$ cat config.mk
export PLATFORM = sky130hd
export DESIGN_NAME = ahp_host
export DESIGN_NICKNAME = d
export VERILOG_FILES = /design/src/rtl/ahp_pkg.sv /design/src/rtl/ahp_pin_seq.sv /design/src/rtl/ahp_host.sv
export VERILOG_INCLUDE_DIRS = /design/src /design/src/rtl
export SDC_FILE = /design/constraint.sdc
export NUM_CORES = 1
export LEC_CHECK = 0
export BUFFER_PORTS_ARGS = -buffer_cell sky130_fd_sc_hd__buf_2
export CAP_MARGIN = 20
export CORE_ASPECT_RATIO = 2
export CORE_UTILIZATION = 44
export DETAILED_ROUTE_END_ITERATION = 10
export PLACE_DENSITY_LB_ADDON = 0.1
export SLEW_MARGIN = 15
export SYNTH_ARGS = -nofsm -noshare
export SYNTH_HDL_FRONTEND = slang
export SYNTH_HIERARCHICAL = 1
export SYNTH_SLANG_ARGS = --single-unit
$ cat constraint.sdc
create_clock -name core_clk -period 2.26 [get_ports core_clk]
set_input_delay 0.339 -clock core_clk [delete_from_list [all_inputs] [get_ports core_clk]]
set_output_delay 0.339 -clock core_clk [all_outputs]
set_load 0.01 [all_outputs]
$ cat src/rtl/ahp_consts.svh
/*
 * Offsets, field positions, reset values and timing counts of the
 * parallel ADC host port controller.
 * Assumes inclusion by bare name from every design file that needs them.
 */
`ifndef AHP_CONSTS_SVH
`define AHP_CONSTS_SVH

`define AHP_OFS_CTRL 8'h00
`define AHP_OFS_CMD 8'h04
`define AHP_OFS_STATUS 8'h08
`define AHP_OFS_RDATA 8'h0C
`define AHP_OFS_IRQ_STAT 8'h10
`define AHP_OFS_IRQ_MASK 8'h14

`define AHP_CTRL_MODE 0
`define AHP_CTRL_AVHI 1
`define AHP_CTRL_RST 2
`define AHP_CMD_RD 16

`define AHP_EV_WDONE 0
`define AHP_EV_RDONE 1
`define AHP_EV_OVF 2
`define AHP_EV_REFUSED 3
`define AHP_EV_AVAIL 4
`define AHP_EV_W 5

`define AHP_CTRL_RESET 2'h0
`define AHP_IRQ_RESET 5'h00

`define AHP_SETUP_CYC 1
`define AHP_STROBE_CYC 2
`define AHP_HOLD_CYC 1
`define AHP_RST_CYC 4

`endif

$ cat src/rtl/ahp_pkg.sv
/*
 * Types of the parallel ADC host port controller.
 * Assumes nothing of its surroundings.
 */
package ahp_pkg;

    typedef enum logic [3:0] {
        AHP_IDLE = 4'h1,
        AHP_SETUP = 4'h2,
        AHP_STROBE = 4'h4,
        AHP_HOLD = 4'h8
    } ahp_state_t;

    typedef struct packed {
        logic is_write;
        logic [1:0] reg_addr;
        logic [9:0] data;
    } ahp_cmd_t;

endpackage

$ cat src/rtl/ahp_pin_seq.sv
/*
 * Pin sequencer: runs one read or write access on the ADC's parallel bus.
 * Assumes the device's inputs are sampled with margin by the chosen
 * setup, strobe and hold counts at the core clock rate.
 */
`include "ahp_consts.svh"

module ahp_pin_seq
    import ahp_pkg::*;
#(
    parameter int unsigned SETUP_CYC = `AHP_SETUP_CYC,
    parameter int unsigned STROBE_CYC = `AHP_STROBE_CYC,
    parameter int unsigned HOLD_CYC = `AHP_HOLD_CYC
) (
    // Clock and reset
    input wire logic core_clk,
    input wire logic rst,
    // Request side
    input wire logic start,
    input wire ahp_cmd_t cmd,
    input wire logic strobe_mode,
    output logic busy,
    output logic done,
    output logic [11:0] rd_word,
    // Device pins
    output logic [11:0] data_out,
    output logic data_oe_n,
    input wire logic [11:0] data_in,
    output logic chip_select_low_n,
    output logic chip_select_high,
    output logic wr_strobe_n,
    output logic read_strobe_n
);

    ahp_state_t state;
    ahp_state_t next_state;
    logic [7:0] cnt;
    logic is_write;

    function automatic logic [7:0] phase_len(input ahp_state_t s);
        case (s)
            AHP_SETUP: phase_len = 8'(SETUP_CYC - 1);
            AHP_STROBE: phase_len = 8'(STROBE_CYC - 1);
            AHP_HOLD: phase_len = 8'(HOLD_CYC - 1);
            default: phase_len = 8'h00;
        endcase
    endfunction

    wire last = (cnt == 8'h00);
    wire in_access = (state != AHP_IDLE);
    wire in_strobe = (state == AHP_STROBE);

    always_comb begin
        next_state = state;
        case (state)
            AHP_IDLE: if (start) next_state = AHP_SETUP;
            AHP_SETUP: if (last) next_state = AHP_STROBE;
            AHP_STROBE: if (last) next_state = AHP_HOLD;
            AHP_HOLD: if (last) next_state = AHP_IDLE;
            default: next_state = AHP_IDLE;
        endcase
    end

    always_ff @(posedge core_clk) begin
        if (rst) begin
            state <= AHP_IDLE;
            cnt <= 8'h00;
        end else begin
            state <= next_state;
            if (state != next_state) begin
                cnt <= phase_len(next_state);
            end else if (!last) begin
                cnt <= cnt - 8'h01;
            end
        end
    end

    always_ff @(posedge core_clk) begin
        if (rst) begin
            is_write <= 1'b0;
            data_out <= 12'h000;
            rd_word <= 12'h000;
            done <= 1'b0;
        end else begin
            done <= (state == AHP_HOLD) && last;
            if (start && !in_access) begin
                is_write <= cmd.is_write;
                data_out <= {cmd.reg_addr[1], cmd.reg_addr[0], cmd.data};
            end
            if (in_strobe && last && !is_write) begin
                rd_word <= data_in;
            end
        end
    end

    assign busy = in_access;
    // Both selects move together so the device never sees half a select.
    assign chip_select_low_n = !in_access;
    assign chip_select_high = in_access;
    // The bus is released outside writes so the device may drive reads.
    assign data_oe_n = !(in_access && is_write);
    // In combined mode the pin is a direction line, high meaning read.
    assign wr_strobe_n = strobe_mode ? !(in_strobe && is_write)
                                     : !(in_access && is_write);
    assign read_strobe_n = !(strobe_mode && in_strobe && !is_write);
endmodule

$ cat src/rtl/ahp_host.sv
/*
 * Host controller for a dual-channel 12-bit ADC parallel port, with an
 * AHB-Lite register slave, sticky interrupt status and device reset.
 * Assumes a single AHB-Lite master, word accesses only, and device pins
 * that are synchronous to core_clk.
 */
// Implementation choices: the AHB-Lite register port and the register offsets.
// Functional notes
// - On register writes, lines 10 and 11 carry register address bits.
// - In strobe mode a low write strobe marks a write access.
// - In strobe mode a low read strobe requests a result word.
// - Strobe roles unknown at power-up; first access must be a write.
// - Device answers only with low select low and high select high.
`include "ahp_consts.svh"

module ahp_host
    import ahp_pkg::*;
#(
    parameter int unsigned SETUP_CYC = `AHP_SETUP_CYC,
    parameter int unsigned STROBE_CYC = `AHP_STROBE_CYC,
    parameter int unsigned HOLD_CYC = `AHP_HOLD_CYC,
    parameter int unsigned RST_CYC = `AHP_RST_CYC
) (
    // Clock and reset
    input wire logic core_clk,
    input wire logic rst,
    // AHB-Lite slave
    input wire logic hsel,
    input wire logic [31:0] haddr,
    input wire logic [1:0] htrans,
    input wire logic hwrite,
    input wire logic [2:0] hsize,
    input wire logic [31:0] hwdata,
    input wire logic hready,
    output logic hreadyout,
    output logic hresp,
    output logic [31:0] hrdata,
    // Interrupt
    output logic irq,
    // ADC pins
    output logic [11:0] data_out,
    output logic data_oe_n,
    input wire logic [11:0] data_in,
    output logic chip_select_low_n,
    output logic chip_select_high,
    output logic wr_strobe_n,
    output logic read_strobe_n,
    output logic device_reset,
    input wire logic fifo_overflow_flag,
    input wire logic result_available
);

    logic wr_q;
    logic [7:0] addr_q;
    logic strobe_mode;
    logic avail_hi;
    logic init_done;
    logic wr_pending;
    logic [3:0] rst_cnt;
    logic ovf_q;
    logic avail_q;
    logic [`AHP_EV_W-1:0] irq_stat;
    logic [`AHP_EV_W-1:0] irq_mask;
    logic [`AHP_EV_W-1:0] next_irq_stat;
    logic seq_busy;
    logic seq_done;
    logic [11:0] rd_word;
    ahp_cmd_t seq_cmd;

    // Zero wait states: every transfer completes in its first data cycle.
    wire addr_ph = hsel && htrans[1] && hready;
    wire rd_now = addr_ph && !hwrite;
    wire wr_ctrl = wr_q && (addr_q == `AHP_OFS_CTRL);
    wire wr_cmd = wr_q && (addr_q == `AHP_OFS_CMD);
    wire wr_stat = wr_q && (addr_q == `AHP_OFS_IRQ_STAT);
    wire wr_mask = wr_q && (addr_q == `AHP_OFS_IRQ_MASK);
    wire rst_active = (rst_cnt != 4'h0);
    wire rst_req = wr_ctrl && hwdata[`AHP_CTRL_RST];
    wire rst_ok = rst_req && !seq_busy && !rst_active;
    wire cmd_read = hwdata[`AHP_CMD_RD];
    // Reads before the first completed write are refused: the device's
    // strobe roles are undefined until it has been configured.
    wire cmd_allowed = !cmd_read || init_done;
    wire seq_start = wr_cmd && cmd_allowed && !seq_busy && !rst_active;
    wire refused = (wr_cmd && !seq_start) || (rst_req && !rst_ok);
    // Data-available polarity must match what software set in the device.
    wire avail_lvl = avail_hi ? result_available : !result_available;
    wire [`AHP_EV_W-1:0] events = {
        avail_lvl && !avail_q,
        refused,
        fifo_overflow_flag && !ovf_q,
        seq_done && !wr_pending,
        seq_done && wr_pending
    };
    wire [31:0] status_word = {27'h000_0000, rst_active, avail_lvl,
                               fifo_overflow_flag, init_done, seq_busy};

    assign seq_cmd.is_write = !cmd_read;
    assign seq_cmd.reg_addr = hwdata[11:10];
    assign seq_cmd.data = hwdata[9:0];
    // A new event wins over a write-one-to-clear in the same cycle.
    assign next_irq_stat = (irq_stat & ~(wr_stat ? hwdata[`AHP_EV_W-1:0]
                                                 : `AHP_IRQ_RESET)) | events;

    function automatic logic [31:0] read_mux(input logic [7:0] a);
        case (a)
            `AHP_OFS_CTRL: read_mux = {30'h0000_0000, avail_hi, strobe_mode};
            `AHP_OFS_STATUS: read_mux = status_word;
            `AHP_OFS_RDATA: read_mux = {20'h0_0000, rd_word};
            `AHP_OFS_IRQ_STAT: read_mux = {27'h000_0000, irq_stat};
            `AHP_OFS_IRQ_MASK: read_mux = {27'h000_0000, irq_mask};
            default: read_mux = 32'h0000_0000;
        endcase
    endfunction

    always_ff @(posedge core_clk) begin
        if (rst) begin
            wr_q <= 1'b0;
            addr_q <= 8'h00;
            hrdata <= 32'h0000_0000;
        end else if (hready) begin
            wr_q <= addr_ph && hwrite;
            addr_q <= haddr[7:0];
            if (rd_now) begin
                hrdata <= read_mux(haddr[7:0]);
            end
        end
    end

    always_ff @(posedge core_clk) begin
        if (rst) begin
            {avail_hi, strobe_mode} <= `AHP_CTRL_RESET;
            irq_mask <= `AHP_IRQ_RESET;
            irq_stat <= `AHP_IRQ_RESET;
        end else begin
            if (wr_ctrl) begin
                strobe_mode <= hwdata[`AHP_CTRL_MODE];
                avail_hi <= hwdata[`AHP_CTRL_AVHI];
            end
            if (wr_mask) begin
                irq_mask <= hwdata[`AHP_EV_W-1:0];
            end
            irq_stat <= next_irq_stat;
        end
    end

    always_ff @(posedge core_clk) begin
        if (rst) begin
            rst_cnt <= 4'h0;
            init_done <= 1'b0;
            wr_pending <= 1'b0;
            ovf_q <= 1'b0;
            avail_q <= 1'b0;
        end else begin
            ovf_q <= fifo_overflow_flag;
            avail_q <= avail_lvl;
            if (seq_start) begin
                wr_pending <= !cmd_read;
            end
            // A device reset clears init_done, so reads are refused until the next completed write.
            if (rst_ok) begin
                rst_cnt <= 4'(RST_CYC);
                init_done <= 1'b0;
            end else begin
                if (rst_active) begin
                    rst_cnt <= rst_cnt - 4'h1;
                end
                if (seq_done && wr_pending) begin
                    init_done <= 1'b1;
                end
            end
        end
    end

    assign device_reset = rst_active;
    assign irq = |(irq_stat & irq_mask);
    assign hreadyout = 1'b1;
    assign hresp = 1'b0;

    ahp_pin_seq #(
        .SETUP_CYC(SETUP_CYC),
        .STROBE_CYC(STROBE_CYC),
        .HOLD_CYC(HOLD_CYC)
    ) u_seq (
        .core_clk(core_clk),
        .rst(rst),
        .start(seq_start),
        .cmd(seq_cmd),
        .strobe_mode(strobe_mode),
        .busy(seq_busy),
        .done(seq_done),
        .rd_word(rd_word),
        .data_out(data_out),
        .data_oe_n(data_oe_n),
        .data_in(data_in),
        .chip_select_low_n(chip_select_low_n),
        .chip_select_high(chip_select_high),
        .wr_strobe_n(wr_strobe_n),
        .read_strobe_n(read_strobe_n)
    );
endmodule

==> results.json <==
{
  "status": "complete, no violations",
  "clkTransAtPathRegs_ps": 60,
  "post_cts_buffers": 0,
  "cap_violations": 0,
  "dr.pass1.iters": 4,
  "yosysUniqueCellTypes": 62,
  "hold_buffers": 0,
  "drtIter0Drc": 193,
  "max_stage_delay_ps": 330,
  "final_nets": 596,
  "clock_tree.root_cell": "clkbuf_16",
  "crit_required_ps": 2480,
  "hold_path_class": "primary input to flop",
  "synth_top_cell_by_area": "dfxtp_1",
  "drc_errors": 0,
  "period_needed_ps": 2138,
  "leakage_uw": 0.001879,
  "syn-instance-count": 437,
  "ios": 141,
  "clk_path_buf_depth": 2,
  "synth_ff_type": "dfxtp_1",
  "worst_pin_slew_ps": 514.1,
  "final_antenna_net_count": 0,
  "area_growth_pct": 18.86,
  "finalHoldViolCount": 0,
  "drive_gt1_frac": 0.2250,
  "holdWs_ps": 247.7,
  "p_per_area_mw_per_mm2": 930.5,
  "via_per_inst": 5.389,
  "layout_worst_path_cycle_share": 0.9459,
  "async_flop_share": 0,
  "wl_mm": 9.481,
  "fillers": 812,
  "grt_usage": 0.2200,
  "cp-start-kind": "flop",
  "yosys_warnings": 6,
  "start_util": 0.4519,
  "timing_worst_setup_path_type": "flop to flop",
  "grt_pass1_vias": 3123,
  "antenna_cells": 0,
  "grt_max_degree": 28,
  "cts_tree": "done",
  "endpoint_kind": "flop",
  "wl_per_cell_um": 15.57,
  "ys_ff_latch": 79,
  "synthDominantCellAreaShare": 0.4220,
  "antenna_found_initial": 0,
  "crit_fanout": 14,
  "fin_tns_setup_ps": 0,
  "cp_top_family": "simple AND/OR/NAND/NOR gates",
  "clock-sinks": 79,
  "syn-cell-area_mm2": 0.003747,
  "h-tree-depth": 3,
  "crit_chain": "nor2_4 -> nand3_1 -> nor4b_2 -> nand4_1 -> a21oi_1 -> buf_4 -> nand2_1 -> nand2_1 -> a21oi_1",
  "grt_pass1_wl_mm": 14.70,
  "rsz0062_at_grt": "no",
  "gp_congestion": 0.7824,
  "fin_ws_ps": 122.3,
  "core-area_mm2": 0.008292,
  "dieArea_mm2": 0.008912,
  "critPathBufInv": 1,
  "die_w_um": 67.26,
  "synth-edff-count": 0,
  "dp_hpwl_mm": 7.110,
  "yosysMostFrequentCell": "dfxtp_1",
  "cts_resized": 0,
  "insertion_delay_ps": 340,
  "post-route-util": 0.5372,
  "rows": 47,
  "synth_common_cells": "dfxtp_1, a21oi_1, nand3_1",
  "slowest_stage": "dfxtp_1",
  "clock_skew_ps": 3.924,
  "relSlewSlack": 0.6541,
  "ir_drop_uv": 981.0,
  "die_y_um": 132.5,
  "overflow": 0,
  "synth.avg_cell_area_um2": 8.575,
  "cts_buffers": 9,
  "yosysSeqAreaShare": 0.4220,
  "setup_violations": 0,
  "dp_slack_ps": 71.70,
  "report.final.slew_viol_count": 0,
  "regArea_mm2": 0.001582,
  "ys_top_cells_by_area": "dfxtp_1, a21oi_1, mux2i_1",
  "multi_input_area_mm2": 0.001894,
  "num_vias": 3282,
  "io_buffers": 71,
  "max_clock_freq_mhz": 467.8,
  "cp_data_arrival_time_ps": 2360
}
-- worst register-to-register path, stage by stage (launching register included) --
cell	delay, ps
dfxtp_1	330
nor2_4	140
nand3_1	160
nor4b_2	320
nand4_1	180
a21oi_1	180
buf_4	170
nand2_1	280
nand2_1	180
a21oi_1	70
-- cell families after synthesis --
logic type | after synthesis | share of synthesized area
xor gates and xnor gates | 3 | 0.007013
and+or+nand+nor | 159 | 0.2294
buffers and inverters | 64 | 0.09415
DFF | 79 | 0.4220
adders and majority gates | 2 | 0.006677
other | 2 | 0.002004
muxes | 21 | 0.05643
AOI/OAI and AO/OA | 107 | 0.1823
-- path summary, 6_finish.rpt --
path | from | endpoint | slack (ps) | cells after the start
max | u_seq/state[1]$_SDFF_PP0_ | u_seq/data_out[2]$_SDFFE_PP0P_ | 120 | 9
min | fifo_overflow_flag | ovf_q$_SDFF_PP0_ | 250 | 2
max reg2reg | u_seq/state[1]$_SDFF_PP0_ | u_seq/data_out[2]$_SDFFE_PP0P_ | 120 | 9
min reg2reg | u_seq/data_out[5]$_SDFFE_PP0P_ | u_seq/data_out[5]$_SDFFE_PP0P_ | 450 | 2
-- cells in the final DEF (no fill, tap or decap), types with 2 or more instances in the layout --
cell | synthesis | routed
nand3_1 | 34 | 34
nor2b_1 | 7 | 7
nor3_1 | 8 | 8
buf_2 | 6 | 71
nor2_1 | 33 | 33
and2_1 | 2 | 2
clkbuf_16 | 0 | 9
dfxtp_1 | 79 | 79
buf_4 | 26 | 16
bufinv_16 | 0 | 2
a22o_1 | 10 | 10
or4b_1 | 2 | 2
nand4_1 | 3 | 3
a22oi_1 | 4 | 4
mux2i_1 | 20 | 20
or4_1 | 2 | 2
nand2b_1 | 9 | 9
o32a_1 | 2 | 2
ha_1 | 2 | 2
nor4_1 | 3 | 3
a21oi_1 | 40 | 40
o21ai_1 | 4 | 4
xor2_1 | 2 | 2
o21ai_0 | 25 | 25
nor3b_1 | 3 | 3
a31oi_1 | 3 | 3
or3_1 | 6 | 6
o21a_1 | 3 | 3
inv_1 | 15 | 15
nand3b_1 | 2 | 2
a221oi_1 | 2 | 2
nand2_1 | 32 | 32
conb_1 | 2 | 22
-- power by group --
part | total (uW) | leakage, uW | switching [uW] | internal [uW]
Sequential | 1590 | 0.000641 | 104 | 1490
Clock | 1570 | 0.000156 | 574 | 997
Combinational | 979 | 0.00108 | 587 | 392
-- final cells by class --
cell class              instances  area share
repair buffers                 87      0.1067
flip-flops and latches         79      0.3551
multi-input cells             314      0.4253
clock inverters                 5     0.01826
clock buffers                  11     0.05449
well taps                      98     0.02753
inverters                      15     0.01264
-- stage by stage --
stage | instances | total power (uW) | instance area (um2)
global placement | 593 | 2570 | 4124
finish | 609 | 4145 | 4454
global route | 609 | 4345 | 4454
CTS | 609 | 4169 | 4448
detailed placement | 593 | 2599 | 4124
floorplan | 457 | 2375 | 3822
-- metal layers --
layer	vias up	wire length [um]	track usage
li1	1644	-	-
met1	1536	3571	0.2369
met2	82	5206	0.3856
met3	20	418	0.03190
met4	0	284	0.1300
met5	-	0	0
-- state kept, by name, indices dropped and copies added, names as in the netlist, 5 cells and up --
name	count
hrdata	12
u_seq/cnt	8
irq_stat	5
u_seq/rd_word	12
addr_q	8
u_seq/data_out	12
irq_mask	5
No activity file was read; power rests on OpenSTA's default activity.
